File: config.mk
export PLATFORM = sky130hd
export DESIGN_NAME = dma4_core
export DESIGN_NICKNAME = d
export VERILOG_FILES = /design/src/dma4_pkg.sv /design/src/dma4_arb.sv /design/src/dma4_core.sv /design/src/dma4_fit.sv
export SDC_FILE = /design/constraint.sdc
export NUM_CORES = 2
export LEC_CHECK = 0
export BUFFER_PORTS_ARGS = -buffer_cell sky130_fd_sc_hd__buf_4
export CAP_MARGIN = 20
export CORE_MARGIN = 3
export CORE_UTILIZATION = 50
export DETAILED_ROUTE_END_ITERATION = 7
export HOLD_SLACK_MARGIN = 0.12
export PLACE_DENSITY = 0.67
export SYNTH_ARGS = -nofsm -noshare
export SYNTH_HDL_FRONTEND = slang
export SYNTH_HIERARCHICAL = 1
export SYNTH_SLANG_ARGS = --single-unit
File: constraint.sdc
create_clock -name pclk -period 5.6 [get_ports pclk]
set_input_delay 0.84 -clock pclk [delete_from_list [all_inputs] [get_ports pclk]]
set_output_delay 0.84 -clock pclk [all_outputs]
set_load 0.02 [all_outputs]
File: src/dma4_pkg.sv
// Shared constants for the four-channel DMA: map, fields, sizes, states
// Assumes APB byte addressing, 32-bit data, channels 16 bytes apart
package dma4_pkg;

  // ------------------------------------------------------------------
  // Register map
  // ------------------------------------------------------------------
  localparam int          NCH      = 4;
  localparam logic [3:0]  OFF_SAR  = 4'h0;
  localparam logic [3:0]  OFF_DAR  = 4'h4;
  localparam logic [3:0]  OFF_DSR  = 4'h8;
  localparam logic [3:0]  OFF_DCR  = 4'hc;
  localparam logic [31:0] RST_WORD = 32'h0000_0000;
  localparam logic [31:0] DCR_MASK = 32'hf07f_0080;
  localparam logic [23:0] AA_LIMIT = 24'h00_0010;

  // ------------------------------------------------------------------
  // Field positions
  // ------------------------------------------------------------------
  localparam int DCR_IRQ_ON_COMPLETION_ENABLE  = 31;
  localparam int DCR_ERQ   = 30;
  localparam int DCR_CS    = 29;
  localparam int DCR_AA    = 28;
  localparam int DCR_SOURCE_INCREMENT  = 22;
  localparam int DCR_SSZ   = 20;
  localparam int DCR_DEST_INCREMENT  = 19;
  localparam int DCR_DSZ   = 17;
  localparam int DCR_START = 16;
  localparam int DCR_DREQ  = 7;
  localparam int DSR_DONE  = 24;

  // ------------------------------------------------------------------
  // Width codes and helpers
  // ------------------------------------------------------------------
  localparam logic [1:0] SZ_32 = 2'h0;
  localparam logic [1:0] SZ_8  = 2'h1;
  localparam logic [1:0] SZ_16 = 2'h2;

  // Bytes moved by one beat of a width code
  function automatic logic [2:0] bytes_of(input logic [1:0] sz);
    return (sz == SZ_8) ? 3'h1 : (sz == SZ_16) ? 3'h2 : 3'h4;
  endfunction

  // Address low bits not on a boundary of b bytes
  function automatic logic misaligned(input logic [1:0] a, input logic [2:0] b);
    return |(a & (b[1:0] - 2'h1));
  endfunction

  // Byte lanes that carry a beat of b bytes
  function automatic logic [31:0] lane_mask(input logic [2:0] b);
    return (b == 3'h1) ? 32'h0000_00ff : (b == 3'h2) ? 32'h0000_ffff : 32'hffff_ffff;
  endfunction

  typedef enum logic [2:0] {
    ST_IDLE    = 3'h0,
    ST_CHECK   = 3'h1,
    ST_RD_SET  = 3'h2,
    ST_RD_WAIT = 3'h3,
    ST_WR_SET  = 3'h4,
    ST_WR_WAIT = 3'h5,
    ST_NEXT    = 3'h6
  } dma4_state_t;

endpackage

File: src/dma4_arb.sv
// Fixed priority picker: lowest numbered requesting channel wins
// Assumes request bits are from logic on the same clock
`timescale 1ns/1ps
module dma4_arb (
  input  wire logic [3:0] req,
  output logic            grant_vld,
  output logic      [1:0] grant_idx
);
  // ------------------------------------------------------------------
  // Priority scan
  // ------------------------------------------------------------------
  // Scan from low priority up so channel zero is taken last and wins
  always_comb
  begin
    grant_idx = 2'h0;
    for (int i = 3; i >= 0; i--)
    begin
      if (req[i])
        grant_idx = i[1:0];
    end
  end

  assign grant_vld = |req;
endmodule

File: src/dma4_core.sv
// Four-channel dual-address DMA engine with APB register slave
// Assumes a system bus that answers each request with bus_ack or bus_err
`timescale 1ns/1ps
module dma4_core (
  input  wire logic        pclk,
  input  wire logic        presetn,
  input  wire logic        psel,
  input  wire logic        penable,
  input  wire logic        pwrite,
  input  wire logic [7:0]  paddr,
  input  wire logic [31:0] pwdata,
  output logic      [31:0] prdata,
  output logic             pready,
  output logic             pslverr,
  input  wire logic [3:0]  periph_req,
  output logic             bus_req,
  output logic             bus_wr,
  output logic      [31:0] bus_addr,
  output logic      [2:0]  bus_bytes,
  output logic      [31:0] bus_wdata,
  input  wire logic [31:0] bus_rdata,
  input  wire logic        bus_ack,
  input  wire logic        bus_err,
  output logic      [3:0]  irq
);
  localparam int N = dma4_pkg::NCH;

  // ------------------------------------------------------------------
  // State
  // ------------------------------------------------------------------
  logic [31:0] sar_q [N];
  logic [31:0] dar_q [N];
  logic [23:0] bcr_q [N];
  logic [31:0] dcr_q [N];
  logic [N-1:0] ce_q, bes_q, bed_q, done_q, req_q, bsy;
  dma4_pkg::dma4_state_t st_q, st_d;
  logic [1:0]  ch_q;
  logic [2:0]  xfer_q, got_q, put_q, bytes_q;
  logic [31:0] hold_q, addr_q, wdata_q, prdata_q;
  logic        wr_q;

  // ------------------------------------------------------------------
  // APB decode
  // ------------------------------------------------------------------
  logic        hit, sw_wr, sw_abort, run;
  logic [1:0]  rch;
  logic [3:0]  roff;
  logic [N-1:0] wr_ch, done_clr, chan_req;
  logic [31:0] rd_mux;

  // Word-aligned addresses in the low 64 bytes are mapped, zero wait
  assign hit     = (paddr[7:6] == 2'h0) & (paddr[1:0] == 2'h0);
  assign rch     = paddr[5:4];
  assign roff    = paddr[3:0];
  assign sw_wr   = psel & penable & pwrite & hit;
  assign pready  = 1'b1;
  assign pslverr = psel & penable & ~hit;
  assign prdata  = prdata_q;

  // Per-channel write strobes, requests and status
  generate
    for (genvar g = 0; g < N; g++)
    begin : g_ch
      assign wr_ch[g]    = sw_wr & (rch == g[1:0]);
      assign done_clr[g] = wr_ch[g] & (roff == dma4_pkg::OFF_DSR) & pwdata[dma4_pkg::DSR_DONE];
      assign chan_req[g] = ~done_q[g] & (dcr_q[g][dma4_pkg::DCR_START]
                         | (dcr_q[g][dma4_pkg::DCR_ERQ] & periph_req[g]));
      assign bsy[g]      = (st_q != dma4_pkg::ST_IDLE) & (ch_q == g[1:0]);
      assign irq[g]      = done_q[g] & dcr_q[g][dma4_pkg::DCR_IRQ_ON_COMPLETION_ENABLE];
    end
  endgenerate

  // Read data selection
  assign rd_mux = (roff == dma4_pkg::OFF_SAR) ? sar_q[rch] :
                  (roff == dma4_pkg::OFF_DAR) ? dar_q[rch] :
                  (roff == dma4_pkg::OFF_DCR) ? dcr_q[rch] :
                  {1'b0, ce_q[rch], bes_q[rch], bed_q[rch], 1'b0,
                   req_q[rch], bsy[rch], done_q[rch], bcr_q[rch]};

  // Read data is captured in the setup phase
  always_ff @(posedge pclk or negedge presetn)
  begin
    if (!presetn)
      prdata_q <= dma4_pkg::RST_WORD;
    else if (psel & ~penable & ~pwrite)
      prdata_q <= hit ? rd_mux : dma4_pkg::RST_WORD;
  end

  // ------------------------------------------------------------------
  // Current channel view
  // ------------------------------------------------------------------
  logic [31:0] cur_dcr, cur_sar, cur_dar;
  logic [23:0] cur_bcr;
  logic [2:0]  sb, db, big, xfer_d, rd_beat, wr_beat, got_nxt, put_nxt;
  logic        src_al, dst_al, cfg_err, grant_vld;
  logic [1:0]  grant_idx, x_addr, w_addr;
  logic [2:0]  x_max;

  assign cur_dcr = dcr_q[ch_q];
  assign cur_sar = sar_q[ch_q];
  assign cur_dar = dar_q[ch_q];
  assign cur_bcr = bcr_q[ch_q];
  assign sb      = dma4_pkg::bytes_of(cur_dcr[dma4_pkg::DCR_SSZ +: 2]);
  assign db      = dma4_pkg::bytes_of(cur_dcr[dma4_pkg::DCR_DSZ +: 2]);
  assign big     = (sb >= db) ? sb : db;

  // Wider side is aligned, source on a tie
  assign src_al  = cur_dcr[dma4_pkg::DCR_AA] & (sb >= db);
  assign dst_al  = cur_dcr[dma4_pkg::DCR_AA] & (sb < db);

  // Width checks skip the aligned side; reserved codes and zero count fail
  assign cfg_err = (cur_dcr[dma4_pkg::DCR_SSZ +: 2] == 2'h3)
                 | (cur_dcr[dma4_pkg::DCR_DSZ +: 2] == 2'h3)
                 | (~src_al & dma4_pkg::misaligned(cur_sar[1:0], sb))
                 | (~dst_al & dma4_pkg::misaligned(cur_dar[1:0], db))
                 | (cur_bcr == 24'h00_0000);

  // Transfer size: aligned side follows address and count, else widest the count allows
  assign x_addr = src_al ? cur_sar[1:0] : dst_al ? cur_dar[1:0] : 2'h0;
  assign x_max  = src_al ? sb : dst_al ? db : big;
  assign w_addr = cur_dar[1:0] + put_q[1:0];
  assign got_nxt = got_q + bytes_q;
  assign put_nxt = put_q + bytes_q;

  dma4_fit u_fit_xfer (
    .addr_lo   (x_addr),
    .max_bytes (x_max),
    .remain    (cur_bcr),
    .fit_bytes (xfer_d)
  );

  dma4_fit u_fit_rd (
    .addr_lo   (cur_sar[1:0]),
    .max_bytes (sb),
    .remain    ({21'h0, xfer_q - got_q}),
    .fit_bytes (rd_beat)
  );

  dma4_fit u_fit_wr (
    .addr_lo   (w_addr),
    .max_bytes (db),
    .remain    ({21'h0, xfer_q - put_q}),
    .fit_bytes (wr_beat)
  );

  dma4_arb u_arb (
    .req       (chan_req),
    .grant_vld (grant_vld),
    .grant_idx (grant_idx)
  );

  // ------------------------------------------------------------------
  // Engine events
  // ------------------------------------------------------------------
  logic rd_wt, wr_wt, rd_ok, wr_ok, rd_err, wr_err, e_act;
  logic e_cfg, e_go, e_source_increment, e_wlast, e_fin, e_done, e_idle;

  // Writing done to the active channel stops it at once
  assign sw_abort = done_clr[ch_q] & (st_q != dma4_pkg::ST_IDLE);
  assign run      = ~sw_abort;
  assign rd_wt    = st_q == dma4_pkg::ST_RD_WAIT;
  assign wr_wt    = st_q == dma4_pkg::ST_WR_WAIT;
  assign rd_ok    = rd_wt & bus_ack & ~bus_err & run;
  assign wr_ok    = wr_wt & bus_ack & ~bus_err & run;
  assign rd_err   = rd_wt & bus_err & run;
  assign wr_err   = wr_wt & bus_err & run;
  assign e_act    = (st_q == dma4_pkg::ST_IDLE) & grant_vld;
  assign e_cfg    = (st_q == dma4_pkg::ST_CHECK) & cfg_err & run;
  assign e_go     = (st_q == dma4_pkg::ST_CHECK) & ~cfg_err & run;
  assign e_source_increment   = rd_ok & (cur_dcr[dma4_pkg::DCR_SOURCE_INCREMENT] | src_al);
  assign e_wlast  = wr_ok & (put_nxt == xfer_q);
  assign e_fin    = (st_q == dma4_pkg::ST_NEXT) & (cur_bcr == 24'h00_0000) & run;
  assign e_done   = e_cfg | rd_err | wr_err | e_fin;
  assign e_idle   = (st_d == dma4_pkg::ST_IDLE) & (st_q != dma4_pkg::ST_IDLE);

  // Next state of the transfer sequencer
  always_comb
  begin
    st_d = st_q;
    unique case (st_q)
      dma4_pkg::ST_IDLE:    if (grant_vld) st_d = dma4_pkg::ST_CHECK;
      dma4_pkg::ST_CHECK:   st_d = cfg_err ? dma4_pkg::ST_IDLE : dma4_pkg::ST_RD_SET;
      dma4_pkg::ST_RD_SET:  st_d = dma4_pkg::ST_RD_WAIT;
      dma4_pkg::ST_RD_WAIT:
        if (bus_err)
          st_d = dma4_pkg::ST_IDLE;
        else if (bus_ack)
          st_d = (got_nxt == xfer_q) ? dma4_pkg::ST_WR_SET : dma4_pkg::ST_RD_SET;
      dma4_pkg::ST_WR_SET:  st_d = dma4_pkg::ST_WR_WAIT;
      dma4_pkg::ST_WR_WAIT:
        if (bus_err)
          st_d = dma4_pkg::ST_IDLE;
        else if (bus_ack)
          st_d = (put_nxt == xfer_q) ? dma4_pkg::ST_NEXT : dma4_pkg::ST_WR_SET;
      dma4_pkg::ST_NEXT:
        st_d = ((cur_bcr != 24'h00_0000) & ~cur_dcr[dma4_pkg::DCR_CS])
             ? dma4_pkg::ST_CHECK : dma4_pkg::ST_IDLE;
      default: st_d = dma4_pkg::ST_IDLE;
    endcase
    if (sw_abort)
      st_d = dma4_pkg::ST_IDLE;
  end

  // ------------------------------------------------------------------
  // Sequencer registers
  // ------------------------------------------------------------------
  // Channel is latched only from idle, so a running channel keeps the bus
  always_ff @(posedge pclk or negedge presetn)
  begin
    if (!presetn)
    begin
      st_q <= dma4_pkg::ST_IDLE;
      ch_q <= 2'h0;
    end
    else
    begin
      st_q <= st_d;
      if (e_act)
        ch_q <= grant_idx;
    end
  end

  // Beat counters and holding register
  always_ff @(posedge pclk or negedge presetn)
  begin
    if (!presetn)
    begin
      xfer_q <= 3'h0;
      got_q  <= 3'h0;
      put_q  <= 3'h0;
      hold_q <= dma4_pkg::RST_WORD;
    end
    else if (e_go)
    begin
      xfer_q <= xfer_d;
      got_q  <= 3'h0;
      put_q  <= 3'h0;
      hold_q <= dma4_pkg::RST_WORD;
    end
    else if (rd_ok)
    begin
      got_q  <= got_nxt;
      hold_q <= hold_q | ((bus_rdata & dma4_pkg::lane_mask(bytes_q)) << {got_q, 3'h0});
    end
    else if (wr_ok)
      put_q <= put_nxt;
    else if (wr_err)
      hold_q <= dma4_pkg::RST_WORD;
  end

  // Bus request fields are loaded one cycle before the request
  always_ff @(posedge pclk or negedge presetn)
  begin
    if (!presetn)
    begin
      addr_q  <= dma4_pkg::RST_WORD;
      bytes_q <= 3'h0;
      wr_q    <= 1'b0;
      wdata_q <= dma4_pkg::RST_WORD;
    end
    else if (st_q == dma4_pkg::ST_RD_SET)
    begin
      addr_q  <= cur_sar;
      bytes_q <= rd_beat;
      wr_q    <= 1'b0;
    end
    else if (st_q == dma4_pkg::ST_WR_SET)
    begin
      addr_q  <= cur_dar + {29'h0, put_q};
      bytes_q <= wr_beat;
      wr_q    <= 1'b1;
      wdata_q <= (hold_q >> {put_q, 3'h0}) & dma4_pkg::lane_mask(wr_beat);
    end
  end

  assign bus_req   = rd_wt | wr_wt;
  assign bus_wr    = wr_q;
  assign bus_addr  = addr_q;
  assign bus_bytes = bytes_q;
  assign bus_wdata = wdata_q;

  // ------------------------------------------------------------------
  // Channel registers
  // ------------------------------------------------------------------
  // Hardware steps first, then software writes; flag sets follow clears
  always_ff @(posedge pclk or negedge presetn)
  begin
    if (!presetn)
    begin
      for (int n = 0; n < N; n++)
      begin
        sar_q[n] <= dma4_pkg::RST_WORD;
        dar_q[n] <= dma4_pkg::RST_WORD;
        bcr_q[n] <= 24'h00_0000;
        dcr_q[n] <= dma4_pkg::RST_WORD;
      end
      {ce_q, bes_q, bed_q, done_q, req_q} <= '0;
    end
    else
    begin
      for (int n = 0; n < N; n++)
      begin
        if (e_act & (grant_idx == n[1:0]))
          dcr_q[n][dma4_pkg::DCR_START] <= 1'b0;
        if ((ch_q == n[1:0]) & e_source_increment)
          sar_q[n] <= sar_q[n] + {29'h0, bytes_q};
        if ((ch_q == n[1:0]) & e_wlast)
        begin
          if (dcr_q[n][dma4_pkg::DCR_DEST_INCREMENT] | dst_al)
            dar_q[n] <= dar_q[n] + {29'h0, xfer_q};
          bcr_q[n] <= bcr_q[n] - {21'h0, xfer_q};
        end
        if ((ch_q == n[1:0]) & e_fin & dcr_q[n][dma4_pkg::DCR_DREQ])
          dcr_q[n][dma4_pkg::DCR_ERQ] <= 1'b0;
        if (wr_ch[n] & (roff == dma4_pkg::OFF_SAR))
          sar_q[n] <= pwdata;
        if (wr_ch[n] & (roff == dma4_pkg::OFF_DAR))
          dar_q[n] <= pwdata;
        if (wr_ch[n] & (roff == dma4_pkg::OFF_DSR))
          bcr_q[n] <= pwdata[23:0];
        if (wr_ch[n] & (roff == dma4_pkg::OFF_DCR))
          dcr_q[n] <= pwdata & dma4_pkg::DCR_MASK;
        if (done_clr[n])
        begin
          {ce_q[n], bes_q[n], bed_q[n], done_q[n], req_q[n]} <= 5'h00;
        end
        if (ch_q == n[1:0])
        begin
          if (e_idle)
            req_q[n] <= 1'b0;
          if (e_go)
            req_q[n] <= 1'b1;
          if (e_cfg)
            ce_q[n] <= 1'b1;
          if (rd_err)
            bes_q[n] <= 1'b1;
          if (wr_err)
            bed_q[n] <= 1'b1;
          if (e_done)
            done_q[n] <= 1'b1;
        end
      end
    end
  end
endmodule

File: src/dma4_fit.sv
// Beat size chooser: largest of 4, 2, 1 bytes allowed by address and limits
// Assumes remain is at least one byte
`timescale 1ns/1ps
module dma4_fit (
  input  wire logic [1:0]  addr_lo,
  input  wire logic [2:0]  max_bytes,
  input  wire logic [23:0] remain,
  output logic      [2:0]  fit_bytes
);
  // ------------------------------------------------------------------
  // Size selection
  // ------------------------------------------------------------------
  logic ok4;
  logic ok2;

  // A size fits when width, remaining count and address all allow it
  assign ok4       = (max_bytes >= 3'h4) & (remain >= 24'h00_0004) & (addr_lo == 2'h0);
  assign ok2       = (max_bytes >= 3'h2) & (remain >= 24'h00_0002) & ~addr_lo[0];
  assign fit_bytes = ok4 ? 3'h4 : ok2 ? 3'h2 : 3'h1;
endmodule

## Word level (Yosys, flattened, before mapping)

Cells that the tools add are included.

| storage, ports and cells | value |
|---|---|
| bits in registers | 566 |
| input bits | 83 |
| output and inout bits | 107 |
| word-level logic and storage cells | 505 |

| operators by class | value |
|---|---|
| add/subtract/negate cells | 20 |
| order comparisons | 18 |
| equality and inequality tests | 32 |
| shifts and indexed selects | 2 |
| muxes and demuxes | 195 |
| bitwise operators | 146 |
| reductions and logical operators | 52 |

Operators with widths:

| cell | number |
|---|---|
| 32-bit 2-to-1 mux | 44 |
| 32-bit binary-select mux with 2-bit select | 6 |
| 32-bit by 3-bit adder with 32-bit output | 9 |
| 24-bit 2-to-1 mux | 12 |
| 31-bit 2-to-1 mux | 4 |
| 1-bit AND | 105 |
| 24-bit binary-select mux with 2-bit select | 2 |
| 24-bit by 3-bit subtractor with 24-bit output | 4 |
| 1-bit 2-to-1 mux | 82 |
| 3-bit 2-to-1 mux | 24 |
| 32-bit AND | 2 |
| 30-bit 2-to-1 mux | 2 |
| 2-bit nonzero test | 27 |
| 32-bit OR | 1 |
| 32-bit by 6-bit << shifter with 32-bit output | 1 |
| 32-bit by 6-bit right shift with 32-bit output | 1 |
| 24-bit by 2-bit >= comparator with 1-bit output, second input constant | 1 |
| 24-bit by 3-bit >= comparator with 1-bit output, second input constant | 1 |
| 24-bit logical NOT | 1 |
| 24-bit nonzero test | 1 |
| 2-bit 2-to-1 mux | 11 |
| 3-bit >= comparator, second input constant | 7 |
| 3-bit one-hot mux with 7 select lines | 1 |
| 2-bit == test, second input constant | 10 |
| other kinds (29) | 106 |

## Depth between registers and ports, before layout

| depth | value |
|---|---|
| depth after elaboration | 22 |
| mapped depth | 23 |
| depth with buffers taken out | 15 |

## Modules after synthesis

The synthesis kept the hierarchy.

By module, submodules not included:

| module | times used | cells each | area each (um^2) | sequential area each (um^2) |
|---|---|---|---|---|
| dma4_core | 1 | 3,791 | 36,566.3 | 14,163.6 |
| dma4_fit | 3 | 16 | 93.8 | 0.0 |
| dma4_arb | 1 | 7 | 35.0 | 0.0 |

## Worst setup path before layout

OpenSTA, ideal clock, no wires.

| timing | value |
|---|---|
| kind | reg2reg |
| start | register ch_q[0] |
| end | register dar_q[81] (netlist bit) |
| library setup time | 137 ps |
| arrival time | 4,635 ps |
| required time | 5,463 ps |
| setup slack | 828 ps |
| cell stages (with the launch flop) | 22 |
| path buffers | 9 |
| clock period less this slack | 4,772 ps |
| path through | dfrtp_1 > buf_6 > buf_6 > buf_6 > buf_4 > buf_4 > buf_2 > buf_2 > mux4_2 > inv_1 > ha_1 > inv_1 > ha_1 > nor2b_1 > o21ai_1 > a31oi_1 > or4_1 > buf_2 > buf_2 > nor3_1 > xnor2_1 > a21oi_1 |

| on the way | value |
|---|---|
| longest elaborated chain between the ends | 12 |
| elaborated cells between the ends (all ways) | 26 |
| those cells by class | 1 x order compare; 5 x eq/ne; 9 x mux; 8 x bitwise; 3 x reduce/logical |

RTL lines:

| item | line | source |
|---|---|---|
| start, declared | dma4_core.sv:37 | `logic [1:0] ch_q;` |
| start signal, assigned | dma4_core.sv:219 | `ch_q <= grant_idx;` |
| 2-bit NOT with 3-bit output (not written as such) * | dma4_core.sv:99 | `assign cur_dcr = dcr_q[ch_q];` |
| 32-bit binary-select mux with 2-bit select * | dma4_core.sv:99 |  |
| 30-bit 2-to-1 mux (not written as such) * (2 in a row) | dma4_core.sv:99 |  |
| 2-bit == test | dma4_pkg.sv:41 | `return (sz == SZ_8) ? 3'h1 : (sz == SZ_16) ? 3'h2 : 3'h4;` |
| 3-bit 2-to-1 mux | dma4_pkg.sv:41 |  |
| 3-bit 2-to-1 mux * | dma4_pkg.sv:41 |  |
| via db[1] | dma4_core.sv:94 | `logic [2:0] sb, db, big, xfer_d, rd_beat, wr_beat, got_nxt, put_nxt;` |
| 3-bit less-than comparator * | dma4_core.sv:109 | `assign dst_al = cur_dcr[dma4_pkg::DCR_AA] & (sb < db);` |
| 1-bit AND * | dma4_core.sv:109 |  |
| 1-bit OR * | dma4_core.sv:309 | `if (dcr_q[n][dma4_pkg::DCR_DEST_INCREMENT] \| dst_al)` |
| 2-bit nonzero test (no source line) * | -- |  |
| 2-bit AND reduction (no source line) * | -- |  |
| end signal, assigned by index | dma4_core.sv:293 | `dar_q[n] <= dma4_pkg::RST_WORD;` |
| end signal, assigned by index | dma4_core.sv:310 | `dar_q[n] <= dar_q[n] + {29'h0, xfer_q};` |
| end signal, assigned by index | dma4_core.sv:318 | `dar_q[n] <= pwdata;` |
| end, declared | dma4_core.sv:32 | `logic [31:0] dar_q [N];` |

The timed path passes the listed nets; every way through them passes the cells marked *. The select of a mux whose other input is x is not followed.
A chain may end at the register's enable or synchronous reset.

## Worst setup path after layout

| timing | value |
|---|---|
| start | register ch_q[1] |
| end | register hold_q[12] |

| on the way | value |
|---|---|
| elaborated cells between the ends (all ways) | 57 |
| those cells by class | 2 x add/sub; 2 x order compare; 7 x eq/ne; 20 x mux; 21 x bitwise; 5 x reduce/logical |

RTL lines:

| item | line | source |
|---|---|---|
| 2-bit NOT with 3-bit output (not written as such) * | dma4_core.sv:102 | `assign cur_bcr = bcr_q[ch_q];` |
| 24-bit binary-select mux with 2-bit select * | dma4_core.sv:102 |  |
| 24-bit 2-to-1 mux (not written as such) * (2 in a row) | dma4_core.sv:102 |  |
| via cur_bcr[1] | dma4_core.sv:93 | `logic [23:0] cur_bcr;` |
| 24-bit logical NOT * | dma4_core.sv:116 | `\| (cur_bcr == 24'h00_0000);` |
| 1-bit OR * | dma4_core.sv:116 |  |
| 1-bit NOT * | dma4_core.sv:169 | `assign e_go = (st_q == dma4_pkg::ST_CHECK) & ~cfg_err & run;` |
| 1-bit AND * (2 in a row) | dma4_core.sv:169 |  |
| 3-bit by 2-bit inequality test with 1-bit output (no source line) / 3-bit nonzero test (equally long branches) | -- |  |
| 2-bit AND reduction (no source line) | -- |  |
| end signal, assigned | dma4_core.sv:231 | `hold_q <= dma4_pkg::RST_WORD;` |
| end signal, assigned | dma4_core.sv:238 | `hold_q <= dma4_pkg::RST_WORD;` |
| end signal, assigned | dma4_core.sv:243 | `hold_q <= hold_q \| ((bus_rdata & dma4_pkg::lane_mask(bytes_q)) << {got_q, 3'h0});` |
| end, declared | dma4_core.sv:39 | `logic [31:0] hold_q, addr_q, wdata_q, prdata_q;` |

Marked as above.

==> metrics.txt <==
Worst VDD drop 0.264 mV; All-Layer GR Usage 33.1%; Register-to-Register Path Depth 9; num rows 98; Setup violations, final 0; Buffers on Ports 188; max_cap viols 0; TNS Setup 0 ns; post-CTS sizing 0; area of the core 72,200 um^2; Sink Count 566; H-tree depth 3; 1st-pass router iterations 5; vias 31,833; minimum clock period 4.52 ns; YS warnings 6; CTS Hold Bufs 0; Initial Util 51.0%; Critical Path AT ~5.1 ns; layout overhead on the synthesized area 12.5%; Rel. slew slack 24.5%; vias in the first global route about 30,000; Slew Viols, Final 0; Layout Nets 4,108; cell count after synthesis 3,842; Die Span Y 278 um; critical path type flop to flop; first-pass GRT wire length 195,000 um; status complete, no violations; Mapped Avg Cell Area 9.60 um^2; CP Launch Type flop; CTS tree done; Skew-Pair Late Insertion Delay 0.62 ns; most frequent cells in the layout dfrtp_1 (563), nand2_1 (428), nor2_1 (379), o21ai_0 (273), a21oi_1 (268); hold_ws 0.318 ns; CP Max Fanout 34; Final ANT Viol Nets 0; slew at the pin with the worst max-slew slack between 1 and 1.5 ns; pwr dens about 280 nW/um^2; wire per inst 26.0 um; most common cell after layout, fill and taps aside dfrtp_1; Num CTS Buffers 66; die area 77,000 um^2; largest net degree at the start of global routing 113; CP required 6.15 ns; WL final about 130,000 um; static leakage 17.4 nW; skew final 0.0296 ns; # DRC 0; clk buf depth 3; crit end category flop; RSZ-0062 raised after global routing false; width of the die 278 um; Worst Hold Class primary input to async pin; number of top-level pins 190; Crit. Startpoint ch_q[1]$_DFFE_PN0P_; Peak Freq approximately 220 MHz; Hold Vio Cnt, Final 0; Via density 6.43; final worst-path cycle share 80.8%; Root Driver clkbuf_16; grt total ovfl 0; DPL Wire Length 93,100 um; initial antenna violation count 0; antenna cells 0; layout cell share with drive strength beyond 1 roughly 17%; postcts setup bufs 0; reg2reg start ch_q[1]$_DFFE_PN0P_; Mapped Area 36,900 um^2; routability cong. between 0.9 and 1; DR iter-0 viols 3,594; Clock transition at path regs 0.07 ns
worst paths after layout:
kind,endpoint,slack (ns)
min in group pclk,hold_q[1]$_DFFE_PN0P_,0.46
worst min-delay path,hold_q[4]$_DFFE_PN0P_,0.32
worst min register to register,bus_wr$_DFFE_PN0P_,0.47
worst max-delay path,hold_q[12]$_DFFE_PN0P_,1.08
worst max register to register,hold_q[12]$_DFFE_PN0P_,1.08
max in group asynchronous,bcr_q[60]$_DFFE_PN0P_,4.06
routing by layer:
layer / vias up / global-route usage, % / part of all wire (%) / routed length, um
li1: 14003 / - / - / -
met1: 15756 / 44.4 / 40 / 51000
met2: 1708 / 51.0 / 45 / 57900
met3: 366 / 5.78 / 9.0 / 11600
met4: 0 / 18.6 / 6.5 / 8400
met5: - / 0 / 0 / 0
through the flow:
stage / instances / utilization, % / total power (W) / instance area [um^2] / setup WS (ns)
after floorplan: 3883 / - / 0.00614 / 37000 / 0.828
after global placement: 4832 / 54.3 / 0.00709 / 39200 / 1.21
after detailed placement: 4834 / 54.3 / 0.00712 / 39200 / 1.18
after CTS: 4950 / 57.3 / 0.0115 / 41400 / 1.17
after global routing: 4954 / 57.4 / 0.0119 / 41500 / 0.878
final: 4954 / 57.4 / 0.0115 / 41500 / 1.08
power by group:
| part | internal [W] | switching (W) | leakage (nW) | total (W) |
|---|---|---|---|---|
| registers | 0.00429 | 0.000324 | 7.72 | 0.00462 |
| logic | 0.000922 | 0.00157 | 8.56 | 0.00250 |
| clock network | 0.00259 | 0.00182 | 1.08 | 0.00441 |
layout make-up:
class	count	area [um^2]
sequential	566	14200
fill	6205	30700
timing repair buffer	266	2120
inverter	99	372
multi-input combinational	2957	21500
tap	950	1190
clock buffer	94	1940
clock inverter	22	228
registers in the layout (all words and copies together), names as in the netlist, 4 cells and up:
signal / flops
dar_q: 128
sar_q: 128
bcr_q: 96
dcr_q: 48
bus_addr: 32
bus_wdata: 32
hold_q: 32
prdata: 32
bed_q: 4
bes_q: 4
ce_q: 4
done_q: 4
req_q: 4
worst max-delay path, stage by stage (launching register included):
cell and delay [ns]:
dfrtp_4 0.75, buf_4 0.59, mux4_2 0.64, nor4_1 0.56, nand4_1 0.33, or2_1 0.38, and4b_1 0.45, nor2_2 0.18
buf_4 0.33, a22o_1 0.21
Note: power is estimated with default switching activity, not from simulation.
